===== config.mk =====
export PLATFORM = sky130hd
export DESIGN_NAME = wls_top
export DESIGN_NICKNAME = d
export VERILOG_FILES = /design/src/include/wls_pkg.sv /design/src/logic/wls_top.sv
export SDC_FILE = /design/constraint.sdc
export NUM_CORES = 1
export LEC_CHECK = 0
export BUFFER_PORTS_ARGS = -buffer_cell sky130_fd_sc_hd__buf_2
export CAP_MARGIN = 20
export CORE_UTILIZATION = 26
export DETAILED_ROUTE_END_ITERATION = 10
export PLACE_DENSITY_LB_ADDON = 0.12
export SKIP_LAST_GASP = 1
export SLEW_MARGIN = 10
export SYNTH_ARGS = -nofsm -noshare
export SYNTH_HDL_FRONTEND = slang
export SYNTH_SLANG_ARGS = --single-unit

===== constraint.sdc =====
create_clock -name aclk -period 1.72 [get_ports aclk]
set_clock_uncertainty 0.15 [all_clocks]
set_input_delay 0.344 -clock aclk [delete_from_list [all_inputs] [get_ports aclk]]
set_output_delay 0.344 -clock aclk [all_outputs]
set_load 0.01 [all_outputs]

===== src/include/wls_pkg.sv =====
`default_nettype none
package wls_pkg;
  // clock and timing
  localparam int unsigned CLK_PERIOD_PS = 5000;
  localparam int unsigned T_MOD_NS      = 15;
  localparam int unsigned T_MOD_NCK     = 12;
  localparam int unsigned T_MOD_NS_CYC  =
    (T_MOD_NS * 1000 + CLK_PERIOD_PS - 1) / CLK_PERIOD_PS;
  localparam int unsigned T_MOD_CYC     =
    (T_MOD_NS_CYC > T_MOD_NCK) ? T_MOD_NS_CYC : T_MOD_NCK;
  localparam logic [3:0]  T_MOD_CNT     = 4'(T_MOD_CYC);
  // data bus
  localparam int unsigned DQ_W          = 16;
  localparam int unsigned PRIME_LO      = 0;
  localparam int unsigned PRIME_HI      = 8;
  // mode register select codes and address bits
  localparam logic [2:0]  MRS_SEL_ONE   = 3'h1;
  localparam logic [2:0]  MRS_SEL_TWO   = 3'h2;
  localparam int unsigned MR1_WL_BIT    = 7;
  localparam int unsigned MR1_QOFF_BIT  = 12;
  localparam int unsigned MR2_ASR_BIT   = 6;
  localparam int unsigned MR2_SRT_BIT   = 7;
  // register map (byte addresses)
  localparam logic [3:0]  OFS_CTRL      = 4'h0;
  localparam logic [3:0]  OFS_STATUS    = 4'h4;
  localparam logic [3:0]  OFS_SREF      = 4'h8;
  localparam int unsigned CTRL_X8_BIT   = 0;
  localparam int unsigned CTRL_EXT_BIT  = 1;
  localparam logic [1:0]  CTRL_RESET    = 2'h0;
  // self-refresh rate codes and axi response codes
  localparam logic [1:0]  SR_NORMAL     = 2'h0;
  localparam logic [1:0]  SR_EXTENDED   = 2'h1;
  localparam logic [1:0]  SR_AUTO       = 2'h2;
  localparam logic [1:0]  RESP_OKAY     = 2'h0;
  localparam logic [1:0]  RESP_SLVERR   = 2'h2;
  // leveling states, gray along idle-undef-feed-exit
  typedef enum logic [1:0] {
    ST_IDLE  = 2'b00,
    ST_UNDEF = 2'b01,
    ST_FEED  = 2'b11,
    ST_EXIT  = 2'b10
  } wls_state_e;
endpackage
`default_nettype wire


===== src/logic/wls_top.sv =====
// How it works
// [RL1] controller sets leveling bit via mode write
// [RL2] controller sends only idle commands meanwhile
// [RL3] other ranks disabled by output-off bit
// [RL4] odt honoured only tMOD after entry
// [RL5] strobe termination on before strobe driven
// [RL6] controller sends single strobe edge later
// [RL7] rising strobe captures clock onto data
// [RL8] feedback on bit 0, and 8 too unless x8 mode is set
// [RL9] other data bits low after first sample
// [RL10] no read strobe with feedback
// [RL11] controller sweeps delay, locks on rise
// [RL12] strobe pulses meet normal write widths
// [RL13] data undefined until first feedback
// [RL14] strobe stops; data undefined until tMOD
// [RL15] odt low before exit mode write
// [RL16] any command after tMOD from exit
// [RL17] auto self-refresh selects automatic rate
// [RL18] manual rate follows temperature range bit
// [RL19] range bit zero while auto enabled
// [RL20] range bit zero without extended support
// [RL21] leveling odt switches strobe term only
// [RL22] sample held until next rising strobe
`timescale 1ns/100ps
`default_nettype none
module wls_top
  import wls_pkg::*;
(
  // clock and reset
  input  wire  logic              aclk,
  input  wire  logic              aresetn,
  // axi4-lite write address, data and response
  input  wire  logic [3:0]        awaddr,
  input  wire  logic              awvalid,
  output logic                    awready,
  input  wire  logic [31:0]       wdata,
  input  wire  logic [3:0]        wstrb,
  input  wire  logic              wvalid,
  output logic                    wready,
  output logic [1:0]              bresp,
  output logic                    bvalid,
  input  wire  logic              bready,
  // axi4-lite read
  input  wire  logic [3:0]        araddr,
  input  wire  logic              arvalid,
  output logic                    arready,
  output logic [31:0]             rdata,
  output logic [1:0]              rresp,
  output logic                    rvalid,
  input  wire  logic              rready,
  // memory-side pins
  input  wire  logic              mrs_valid,
  input  wire  logic [2:0]        mrs_sel,
  input  wire  logic [13:0]       mrs_addr,
  input  wire  logic              odt_in,
  input  wire  logic              ck_in,
  input  wire  logic              dqs_in,
  output logic [DQ_W-1:0]         dq_out,
  output logic [DQ_W-1:0]         dq_oe,
  output logic                    dqs_oe,
  output logic                    dqs_term_on,
  output logic                    dq_term_on,
  output logic                    fb_defined,
  // self-refresh configuration
  output logic                    auto_self_refresh_enable,
  output logic                    self_refresh_temp_range,
  output logic [1:0]              sr_rate_sel
);

  ////////////////////////////////////////////////////////////////////////////
  // mode registers and leveling state
  wls_state_e   state_reg;            // leveling phase
  logic [3:0]   mod_cnt_reg;          // tMOD down-counter
  logic         odt_ready_reg;        // odt may be honoured
  logic         qoff_reg;             // output buffer off
  logic         dqs_prev_reg;         // strobe one cycle ago
  logic [1:0]   ctrl_reg;             // x8 mode, extended support
  logic         mr1_write;
  logic         dqs_rise;

  assign mr1_write = mrs_valid && (mrs_sel == MRS_SEL_ONE);
  assign dqs_rise  = dqs_in && !dqs_prev_reg;

  // strobe edge detector
  always_ff @(posedge aclk)
  begin
    if (!aresetn)
      dqs_prev_reg <= 1'b0;
    else
      dqs_prev_reg <= dqs_in;
  end

  // leveling sequencer, entry and exit by mode writes
  always_ff @(posedge aclk)
  begin
    if (!aresetn)
    begin
      state_reg   <= ST_IDLE;
      mod_cnt_reg <= 4'h0;
      qoff_reg    <= 1'b0;
    end
    else
    begin
      if (mr1_write)
        qoff_reg <= mrs_addr[MR1_QOFF_BIT]; // RL3
      if (mod_cnt_reg != 4'h0)
        mod_cnt_reg <= mod_cnt_reg - 4'h1;
      unique case (state_reg)
        ST_IDLE:
        begin
          // entry on leveling bit set
          if (mr1_write && mrs_addr[MR1_WL_BIT])
          begin
            state_reg   <= ST_UNDEF; // RL1
            mod_cnt_reg <= T_MOD_CNT;
          end
        end
        ST_UNDEF, ST_FEED:
        begin
          if (mr1_write && !mrs_addr[MR1_WL_BIT])
          begin
            state_reg   <= ST_EXIT; // RL14
            mod_cnt_reg <= T_MOD_CNT;
          end
          else if (state_reg == ST_UNDEF && dqs_rise)
            state_reg <= ST_FEED; // RL13
        end
        ST_EXIT:
        begin
          // data stays undefined until tMOD has run out
          if (mod_cnt_reg == 4'h1)
            state_reg <= ST_IDLE; // RL16
        end
      endcase
    end
  end

  // odt gate: ignored during the first tMOD of leveling
  always_ff @(posedge aclk)
  begin
    if (!aresetn)
      odt_ready_reg <= 1'b1;
    else if (state_reg == ST_IDLE && mr1_write && mrs_addr[MR1_WL_BIT])
      odt_ready_reg <= 1'b0; // RL4
    else if (mod_cnt_reg == 4'h1)
      odt_ready_reg <= 1'b1; // RL4
  end

  ////////////////////////////////////////////////////////////////////////////
  // termination: in leveling odt drives only the strobe termination
  always_ff @(posedge aclk)
  begin
    if (!aresetn)
    begin
      dqs_term_on <= 1'b0;
      dq_term_on  <= 1'b0;
    end
    else if (state_reg == ST_UNDEF || state_reg == ST_FEED)
    begin
      dqs_term_on <= odt_in && odt_ready_reg; // RL5
      dq_term_on  <= 1'b0;                    // RL21
    end
    else
    begin
      dqs_term_on <= odt_in;
      dq_term_on  <= odt_in;
    end
  end

  ////////////////////////////////////////////////////////////////////////////
  // feedback path: one-cycle latency keeps well inside tWLO
  always_ff @(posedge aclk)
  begin
    if (!aresetn)
    begin
      dq_out     <= '0;
      dq_oe      <= '0;
      fb_defined <= 1'b0;
    end
    else if ((state_reg == ST_UNDEF || state_reg == ST_FEED) && dqs_rise)
    begin
      // capture clock level; non-prime bits go low
      dq_out           <= '0;               // RL9
      dq_out[PRIME_LO] <= ck_in;            // RL7 RL8
      dq_out[PRIME_HI] <= ck_in && !ctrl_reg[CTRL_X8_BIT]; // RL8
      dq_oe            <= qoff_reg ? '0 : '1;
      fb_defined       <= !qoff_reg;
    end
    else if (state_reg == ST_UNDEF)
    begin
      // undefined drive phase, flagged for the controller
      dq_oe      <= qoff_reg ? '0 : '1;     // RL13
      fb_defined <= 1'b0;                   // RL13
    end
    else if (state_reg == ST_EXIT || (state_reg == ST_IDLE
             && mr1_write && mrs_addr[MR1_WL_BIT]))
      fb_defined <= 1'b0;                   // RL14
    else if (state_reg == ST_IDLE)
      dq_oe <= '0;
    // in ST_FEED without an edge the sample is held  // RL22
  end

  // read strobes never driven with feedback
  always_ff @(posedge aclk)
  begin
    if (!aresetn)
      dqs_oe <= 1'b0;
    else
      dqs_oe <= 1'b0; // RL10
  end

  ////////////////////////////////////////////////////////////////////////////
  // second mode register: self-refresh temperature handling
  always_ff @(posedge aclk)
  begin
    if (!aresetn)
    begin
      auto_self_refresh_enable <= 1'b0;
      self_refresh_temp_range  <= 1'b0;
      sr_rate_sel              <= SR_NORMAL;
    end
    else if (mrs_valid && mrs_sel == MRS_SEL_TWO)
    begin
      auto_self_refresh_enable <= mrs_addr[MR2_ASR_BIT];
      self_refresh_temp_range  <= mrs_addr[MR2_SRT_BIT];
      // illegal pair falls back to automatic; no extended part: normal
      if (mrs_addr[MR2_ASR_BIT])
        sr_rate_sel <= SR_AUTO;                       // RL17
      else if (mrs_addr[MR2_SRT_BIT] && ctrl_reg[CTRL_EXT_BIT])
        sr_rate_sel <= SR_EXTENDED;                   // RL18
      else
        sr_rate_sel <= SR_NORMAL;                     // RL18
    end
  end

  ////////////////////////////////////////////////////////////////////////////
  // axi4-lite slave: address and data taken together, one cycle
  logic wr_go;
  assign wr_go = awvalid && wvalid && awready && wready;

  // write channel handshake and response
  always_ff @(posedge aclk)
  begin
    if (!aresetn)
    begin
      awready <= 1'b0;
      wready  <= 1'b0;
      bvalid  <= 1'b0;
      bresp   <= RESP_OKAY;
      ctrl_reg <= CTRL_RESET;
    end
    else
    begin
      awready <= !awready && !bvalid && awvalid && wvalid;
      wready  <= !wready && !bvalid && awvalid && wvalid;
      if (wr_go)
      begin
        bvalid <= 1'b1;
        if (awaddr == OFS_CTRL)
        begin
          bresp <= RESP_OKAY;
          if (wstrb[0])
            ctrl_reg <= wdata[1:0];
        end
        else if (awaddr == OFS_STATUS || awaddr == OFS_SREF)
          bresp <= RESP_OKAY; // read-only, write ignored
        else
          bresp <= RESP_SLVERR;
      end
      else if (bvalid && bready)
        bvalid <= 1'b0;
    end
  end

  // read channel
  always_ff @(posedge aclk)
  begin
    if (!aresetn)
    begin
      arready <= 1'b0;
      rvalid  <= 1'b0;
      rdata   <= 32'h0;
      rresp   <= RESP_OKAY;
    end
    else
    begin
      arready <= !arready && !rvalid && arvalid;
      if (arready && arvalid)
      begin
        rvalid <= 1'b1;
        rresp  <= RESP_OKAY;
        unique case (araddr)
          OFS_CTRL:   rdata <= {30'h0, ctrl_reg};
          OFS_STATUS: rdata <= {24'h0, fb_defined, qoff_reg, odt_ready_reg,
                                dq_out[PRIME_HI], dq_out[PRIME_LO],
                                state_reg == ST_EXIT, state_reg};
          OFS_SREF:   rdata <= {27'h0, auto_self_refresh_enable
                                && self_refresh_temp_range, sr_rate_sel,
                                self_refresh_temp_range,
                                auto_self_refresh_enable};
          default:
          begin
            rdata <= 32'h0;
            rresp <= RESP_SLVERR;
          end
        endcase
      end
      else if (rvalid && rready)
        rvalid <= 1'b0;
    end
  end

  logic lvl;
  assign lvl = state_reg == ST_UNDEF || state_reg == ST_FEED;

  // cycles since leveling entry, saturating; a long hold is counted here
  // rather than unrolled as a repetition in the property
  logic [3:0]   since_entry_reg;      // 1 in the cycle after entry
  always_ff @(posedge aclk)
  begin
    if (!aresetn)
      since_entry_reg <= 4'hF;
    else if (state_reg == ST_IDLE && mr1_write && mrs_addr[MR1_WL_BIT])
      since_entry_reg <= 4'h1;
    else if (since_entry_reg != 4'hF)
      since_entry_reg <= since_entry_reg + 4'h1;
  end
endmodule // wls_top
`default_nettype wire


==> results.md, run 1 <==
* Status: finished clean
* Delay-heaviest family, CP: flip-flops
* IO Port Bufs at 67
* First-pass GRT wire length at around 6400 um
* CP Class: reg -> out
* Seq/Total Area, Yosys at 0.349
* CTS tree: built
* GPL Wtd Cong at 0.693
* Final ANT Viol Nets at 0
* Final Max Slew Viols at 0
* Min-delay src: dqs_in
* CTS Sinks at 35
* Remaining Overflow, GRT at 0
* Post-Layout Cell Count at 382
* Slowest Stage Delay on Critical Path at approximately 0.57 ns
* Ant diodes at 0
* Most common cell after layout, fill and taps aside: buf_2
* I/O pin count at 153
* Post-Synthesis Cells at about 230
* Xor and xnor area share after synthesis at 0.00436
* Reg2Reg Setup Slack at 0.29 ns
* RSZ-0062 raised after global routing: no
* Fmax at between 600 and 700 MHz
* CP max stage cell: dfxtp_1
* DRC viols at 0
* Fin. Hold Viols at 0
* Gr usage total at 0.0995
* Die footprint at 8080 sq um
* CP bufs+invs at 1
* CTS buffer count at 5
* Crit-path max FO at 17
* FILL cells at just under 800
* Core Area at 7370 sq um
* EDFF count, synth at 0
* Largest register FFs at 8
* Mux cell area share after synthesis at 0.0249
* Setup Viol. Count Final at 0
* Max-cap viol count at 0
* Iter 0 DRT Violations at 28
* R2R Path End: rdata[0]
* Endpoint class of the critical path: primary output
* Pin count of the biggest net entering global routing at 18
* Layout cells sized above 1 at 0.314
* Initial antenna violation count at 0
* Dpl ws at 0.239 ns
* Cells after DPL at roughly 370
* Post-synthesis adder-cell area fraction at 0.0187
* Tcrit/Tclk final at 0.908
* WL/cell at between 10 and 15 um
* DP Wirelength at around 3100 um
* Top_reg_cell synth: dfxtp_1
* Number of stages on the worst hold path at 2
* Worst EP arrival at around 1.1 ns
* CTS root buf: clkbuf_8
* Commonest non-fill, non-tap cells in the layout: buf_2, conb_1, dfxtp_1
* Vias at about 1,600
* Area growth syn-to-layout at 14.6%
* Hold-fix buffers at CTS at 0
* Drt first pass iters at 6
* Syn avg cell area at between 8 and 9 sq um
* CP cell instances: buf_2
* R2R cell count at 4
* Worst-Skew Late Latency at about 0.30 ns
* Max VDD drop at around 0.26 mV
* Final net count at about 360
* Row count at 31
* Power Density at between 900 and 1000 nW/um^2
* Post-Route WL at between 3000 and 4000 um
* Via-to-Cell Ratio at slightly above 4
* CTS Buffer Depth at 2
* Initial core utilization at 0.273
* Final setup margin at 0.158 ns
* Final min period at around 1.6 ns
* Async SR Flop Fraction at 0
* Main combinational cell family by area after synthesis: buffers and inverters
* Seq cells post-synth at 35
* Synthesized area at ~2000 sq um
* Compound-Gate Fraction of Synth Area at 0.156
* Worst flop-to-flop path startpoint: arready
* Library cells used by synthesis at 45
* Die width at approximately 90 um
* Clk pin slew, worst setup/hold paths at approximately 0.08 ns
* Yosys warns at 0
* Post-Synth Simple-Gate Area at 0.205
* Worst Hold Class: in -> reg
* Hold Path End: dqs_prev_reg
* Setup Fix Bufs, Post-CTS at 0
* H-tree depth at 2
* Die Height at 89.9 um
* CP Launch Type: flop
* WHS at approximately 0.13 ns
* Post-CTS Resized at 0
* Static Leak at about 1.1 nW
* Vias in the first global route at 1,299
* Setup_tns at 0 ns
* WP data required at between 1 and 1.5 ns
==> routing by layer <==
| metal | vias up | share of wire | track usage |
|---|---|---|---|
| li1 | 790 | - | - |
| met5 | - | 0 | 0 |
| met4 | 0 | 0.019 | 0.0444 |
| met2 | 73 | 0.45 | 0.163 |
| met1 | 691 | 0.47 | 0.123 |
| met3 | 6 | 0.064 | 0.0245 |
==> through the flow <==
step | total power, mW | utilization | instance area, sq um
6_report | 2.08 | 0.313 | 2300
5_1_grt | 2.21 | 0.313 | 2300
4_1_cts | 2.12 | 0.313 | 2300
3_5_place_dp | 1.34 | 0.297 | 2190
3_3_place_gp | 1.35 | 0.297 | 2190
2_1_floorplan | 1.30 | - | 2160
==> cells by family (layout without fill, tap and decap cells) <==
group,after synthesis,count (layout)
flip-flops,35,35
AND/OR/NAND/NOR,70,70
multiplexers,5,5
buffers and inverters,70,85
AO/OA/AOI/OAI,43,43
XOR/XNOR,1,1
adder cells (fa/ha/maj),3,3
other,1,41
==> cell type report <==
cell class              instances  area [sq um]  share of cell area
clock inverters                 3          43.8              0.0190
clock buffers                   5          68.8              0.0299
inverters                       5          18.8             0.00815
well taps                      99           124              0.0538
flip-flops and latches         35           701               0.304
repair buffers                 72           373               0.162
multi-input cells             163           975               0.423
==> synthesized netlist by cell type (2+ instances only) <==
library cell,number,area share
ha_1,3,0.019
o21ai_1,4,0.010
dfxtp_1,35,0.35
inv_1,5,0.0093
nand2b_1,3,0.0093
a21boi_0,7,0.026
and4bb_2,2,0.012
nand2_1,17,0.032
a22oi_1,4,0.015
buf_2,6,0.015
nor3_1,3,0.0075
a211oi_1,2,0.0075
clkbuf_1,2,0.0037
nand4b_1,3,0.013
nor3b_1,2,0.0075
a32oi_1,2,0.0087
a21oi_1,8,0.020
nand3_1,6,0.015
o21ai_0,6,0.015
nor2b_1,11,0.034
buf_4,57,0.21
mux2i_1,5,0.025
nor2_1,13,0.024
==> power by group <==
part	internal (mW)	total (mW)	switching [mW]
logic	0.169	0.407	0.238
clock network	0.432	0.758	0.326
registers	0.867	0.917	0.0495
==> worst max path at each step <==
stage / start / to / slack [ns] / depth (start not counted)
after global placement: arvalid / rdata[0] / 0.23 / 5
after detailed placement: arvalid / rdata[0] / 0.24 / 5
after floorplan: arready / rdata[1] / 0.40 / 4
after global routing: dq_oe[14] / dq_oe[15] / 0.07 / 1
final: dq_oe[14] / dq_oe[15] / 0.16 / 1
after CTS: dq_oe[14] / dq_oe[15] / 0.13 / 1
Note: power is estimated with default switching activity, not from simulation.
==> run 2, diff against run 1 <==
- SETUP_SLACK_MARGIN: default -> 0.4
- clock period: 1.72 -> 1.52 ns (I/O delays scaled with it)
==> run 2 against run 1 <==
Final cell count up 6.0%; hold slack worse by 0.018 ns; setup slack better by 0.070 ns; first-iteration DRC count up 11%; critical endpoint is now mod_cnt_reg[3].
==> results.md, run 2 (synthesized netlist as in run 1, its figures left out) <==
* RSZ-0062 raised after global routing: yes
* Vias at 1,635 (+4.8%)
* Post-Layout Inst Area at 2820 sq um (+22%)
* IO Port Bufs at 67 (unchanged)
* Clk pin slew, worst setup/hold paths at 0.07 ns (about the same)
* Initial antenna violation count at 0 (unchanged)
* GPL Wtd Cong at 0.709 (+2.4%)
* Post-placement cell area at 2250 sq um (+2.7%)
* Slowest Stage Delay on Critical Path at 0.39 ns (-0.18 ns)
* CTS Sinks at 35 (unchanged)
* Most common cell after layout, fill and taps aside: buf_2
* Fin. Hold Viols at 0 (unchanged)
* Hold-fix buffers at CTS at 0 (unchanged)
* DP Wirelength at 3300 um (+5.6%)
* WL/cell at 11.0 um (+5.3%)
* CP max stage cell: or3_4
* I/O pin count at 153 (unchanged)
* Vias in the first global route at 1,501 (+16%)
* Area growth syn-to-layout at 40.1%
* CTS root buf: clkbuf_8
* Layout cells sized above 1 at 0.529 (+0.215)
* Die width at 89.9 um (unchanged)
* Static Leak at 1.29 nW (+17%)
* Iter 0 DRT Violations at 31 (+11%)
* Delay-heaviest family, CP: simple AND/OR/NAND/NOR gates
* Die footprint at 8080 sq um (unchanged)
* Endpoint class of the critical path: flop
* Row count at 31 (unchanged)
* Final net count at 380 (+6.4%)
* Ant diodes at 0 (unchanged)
* CP Launch Type: flop
* Max-cap viol count at 0 (unchanged)
* Setup Viol. Count Final at 0 (unchanged)
* Worst EP arrival at 1.35 ns (+0.28 ns)
* Die Height at 89.9 um (unchanged)
* Drt first pass iters at 4 (-2)
* Via-to-Cell Ratio at 4.04 (-1.1%)
* CP bufs+invs at 0 (-1)
* Core Area at 7370 sq um (unchanged)
* Setup_tns at 0 ns (unchanged)
* Status: finished clean
* WHS at 0.108 ns (-0.0180 ns)
* WP data required at 1.58 ns (+0.35 ns)
* Gr usage total at 0.112 (+0.0127)
* Max VDD drop at 0.315 mV (+23%)
* Final min period at 1.29 ns
* Final Max Slew Viols at 0 (unchanged)
* Pin count of the biggest net entering global routing at 21 (+3)
* Largest register FFs at 8 (unchanged)
* First-pass GRT wire length at 7260 um (+14%)
* Commonest non-fill, non-tap cells in the layout: buf_2, conb_1, buf_6
* CTS tree: built
* Initial core utilization at 0.273 (unchanged)
* Worst Hold Class: in -> reg
* CTS buffer count at 5 (unchanged)
* Final core area utilization at 0.382 (+0.0694)
* Crit-path max FO at 3 (-14)
* Remaining Overflow, GRT at 0 (unchanged)
* Fmax at 774 MHz
* Power Density at 889 nW/um^2 (-1.7%)
* Tcrit/Tclk final at 0.851
* Worst-Skew Late Latency at 0.28 ns (-0.02 ns)
* CP Class: reg -> reg
* Post-Route WL at 4460 um (+12%)
* CTS Buffer Depth at 2 (unchanged)
* Final ANT Viol Nets at 0 (unchanged)
* CP cell instances: or3_4 > nor3_2 > a21oi_1 > a21boi_0
* DRC viols at 0 (unchanged)
* H-tree depth at 2 (unchanged)
==> run 2: cell count changes in the layout (fill, tap and decap cells not counted), sizes merged <==
cell / change
buf: +23
clkbuf: +2
bufinv: -1
clkinv: -1
==> run 2: final timing paths <==
check                 startpoint              to  slack (ns)  cells past startpoint
setup reg to reg  mod_cnt_reg[1]  mod_cnt_reg[3]        0.23                      4
hold reg to reg          awready         awready        0.29                      1
hold / removal            dqs_in    dqs_prev_reg        0.11                      2
setup / recovery  mod_cnt_reg[1]  mod_cnt_reg[3]        0.23                      4
==> run 2: timing repair <==
item,in CTS,in global routing
resized for setup,66,23
gates cloned,0,0
setup buffers,14,6
setup endpoints to repair,58,60
pin swaps,14,13
hold endpoints to repair,0,0
==> run 2: cell type report <==
cell class	instances	area [sq um]
Fill cell	794	4550
Tap cell	99	124
Sequential cell	35	754
Multi-Input combinational cell	163	1120
Timing Repair Buffer	95	709
Clock inverter	1	5.00
Inverter	5	26.3
Clock buffer	7	76.3
==> run 2: worst register-to-register path, cell delays in order, from the launching register on <==
cell      delay [ns]
dfxtp_4         0.36
or3_4           0.39
nor3_2          0.10
a21oi_1         0.06
a21boi_0        0.16
==> run 2: through the flow <==
stage,instances,worst slack [ns],total power [mW]
CTS,399,0.205,2.38
floorplan,268,0.307,1.51
global route,405,0.173,2.67
global placement,377,0.0836,1.57
finish,405,0.227,2.50
detailed placement,377,0.0935,1.57
==> run 2: power by group <==
group	switching, mW	total, mW	internal, mW	leakage (nW)
sequential	0.0881	1.08	0.989	0.300
combinational	0.395	0.787	0.392	0.947
clock	0.316	0.637	0.321	0.0422
==> run 2: routing by layer <==
| layer | vias to the layer above | global-route usage | share of wire | wire (um) |
|---|---|---|---|---|
| met2 | 73 | 0.182 | 0.47 | 2080 |
| met3 | 6 | 0.0305 | 0.060 | 268 |
| li1 | 838 | - | - | - |
| met1 | 718 | 0.141 | 0.46 | 2040 |
| met4 | 0 | 0.0444 | 0.016 | 71 |
| met5 | - | 0 | 0 | 0 |
==> run 3, diff against run 2 <==
- MAX_ROUTING_LAYER: default -> met4
==> run 3 against run 2 <==
Register-to-register slack barely moved; final cell count did not move; largest power group unchanged; via count did not move; critical endpoint unchanged.
==> results.md, run 3 (synthesized netlist as in run 1, its figures left out) <==
* Status: finished clean
* FILL cells at 794 (unchanged)
* DRT met1 WL at 2070 um (+1.2%)
* I/O pin count at 153 (unchanged)
* DR top layer: met4
* Most common cell after layout, fill and taps aside: buf_2
* Metal3 WL at 246 um (-8.2%)
* Worst EP arrival at 1.35 ns (about the same)
* Row count at 31 (unchanged)
* Multi-input combinational cell area at 1120 sq um (unchanged)
* Largest register FFs at 8 (unchanged)
* Vias at 1,635 (unchanged)
* Drt first pass iters at 4 (unchanged)
* IO Port Bufs at 67 (unchanged)
* Reg power frac at 0.431 (about the same)
* Met2 WL at 2080 um (about the same)
* R2R cell count at 4 (unchanged)
* CTS Sinks at 35 (unchanged)
* RSZ-0062 raised after global routing: yes
* Final net count at 380 (unchanged)
* Die Height at 89.9 um (unchanged)
* CP Class: reg -> reg
* Fmax at 774 MHz (about the same)
* Number of stages on the worst hold path at 2 (unchanged)
* Pin count of the biggest net entering global routing at 21 (unchanged)
* CTS Buffer Depth at 2 (unchanged)
* Vias in the first global route at 1,502 (+0.067%)
* CTS root buf: clkbuf_8
* Crit-path max FO at 3 (unchanged)
* Via-to-Cell Ratio at 4.04 (unchanged)
* Hold-fix buffers at CTS at 0 (unchanged)
* Clk pin slew, worst setup/hold paths at 0.07 ns (about the same)
* Tcrit/Tclk final at 0.851 (about the same)
* Worst Hold Class: in -> reg
* DRC viols at 0 (unchanged)
* Final min period at 1.29 ns (+0.00000200 ns)
* H-tree depth at 2 (unchanged)
* Fin. Hold Viols at 0 (unchanged)
* Die width at 89.9 um (unchanged)
* Setup Viol. Count Final at 0 (unchanged)
* Dpl ws at 0.0935 ns (unchanged)
* Max-cap viol count at 0 (unchanged)
* Final Max Slew Viols at 0 (unchanged)
* Sw power at 799 uW (about the same)
* Switching share of total power at 0.320 (about the same)
* Initial core utilization at 0.273 (unchanged)
* Max VDD drop at 0.315 mV (about the same)
* Layout cells sized above 1 at 0.529 (unchanged)
* Post-Route WL at 4470 um (about the same)
* Static Leak at 1.29 nW (unchanged)
* Sequential Area at 754 sq um (unchanged)
* Comb power frac at 0.315 (about the same)
* WL/cell at 11.0 um (about the same)
* Die footprint at 8080 sq um (unchanged)
* Endpoint class of the critical path: flop
* CP Launch Type: flop
* Tot Pwr at 2.50 mW (about the same)
* Setup_tns at 0 ns (unchanged)
* GPL Wtd Cong at 0.717 (+1.1%)
* Final ANT Viol Nets at 0 (unchanged)
* Power Density at 889 nW/um^2 (about the same)
* WP data required at 1.58 ns (about the same)
* CTS tree: built
* Worst-Skew Late Latency at 0.28 ns (about the same)
* Clock power frac at 0.255 (about the same)
* Final core area utilization at 0.382 (unchanged)
* Final setup margin at 0.227 ns (-0.00000200 ns)
* Ant diodes at 0 (unchanged)
* Pint at 1.70 mW (unchanged)
* Initial antenna violation count at 0 (unchanged)
* WHS at 0.108 ns (-0.0000440 ns)
* Commonest non-fill, non-tap cells in the layout: buf_2, conb_1, buf_6
* Core Area at 7370 sq um (unchanged)
* Remaining Overflow, GRT at 0 (unchanged)
* Gr usage total at 0.115 (+0.00323)
* First-pass GRT wire length at 7250 um (about the same)
* DP Wirelength at 3300 um (unchanged)
* Area growth syn-to-layout at 40.1% (unchanged)
* CTS buffer count at 5 (unchanged)
* Iter 0 DRT Violations at 31 (unchanged)
[run 3: final timing paths]
check | start | end | slack [ns]
max reg2reg | mod_cnt_reg[1] | mod_cnt_reg[3] | 0.23
max | mod_cnt_reg[1] | mod_cnt_reg[3] | 0.23
min reg2reg | awready | awready | 0.29
min | dqs_in | dqs_prev_reg | 0.11
[run 3: cell type report]
type | instances | share of cell area
inverters | 5 | 0.00933
flip-flops and latches | 35 | 0.268
clock buffers | 7 | 0.0271
clock inverters | 1 | 0.00178
repair buffers | 95 | 0.252
multi-input cells | 163 | 0.398
well taps | 99 | 0.0440
[run 3: per-stage QoR]
step	area [sq um]	cells
after CTS	2680	399
final	2820	405
after floorplan	2200	268
after global routing	2820	405
after global placement	2250	377
after detailed placement	2250	377
[run 3: per-layer routing]
layer | global-route usage | vias up
met5 | - | -
met4 | 0.0444 | 0
met3 | 0.0279 | 6
met2 | 0.182 | 73
met1 | 0.143 | 718
li1 | - | 838
[run 3: power groups by stage]
stage,logic [mW],registers (mW),clock network (mW)
floorplan,0.447,1.06,0
global placement,0.495,1.07,0
detailed placement,0.501,1.07,0
CTS,0.640,1.06,0.683
global route,0.869,1.09,0.715
finish,0.787,1.08,0.637
[run 3: what timing repair did]
item                                    in CTS  in global routing
endpoints found under the setup margin      58                 60
pin swaps                                   14                 13
gates resized for setup                     66                 23
buffers inserted                            14                  6
hold endpoints to repair                     0                  0
[run 3: worst max-delay path, cell delays in order (launching register included)]
cell and delay [ns]:
dfxtp_4 0.36, or3_4 0.39, nor3_2 0.10, a21oi_1 0.06, a21boi_0 0.16
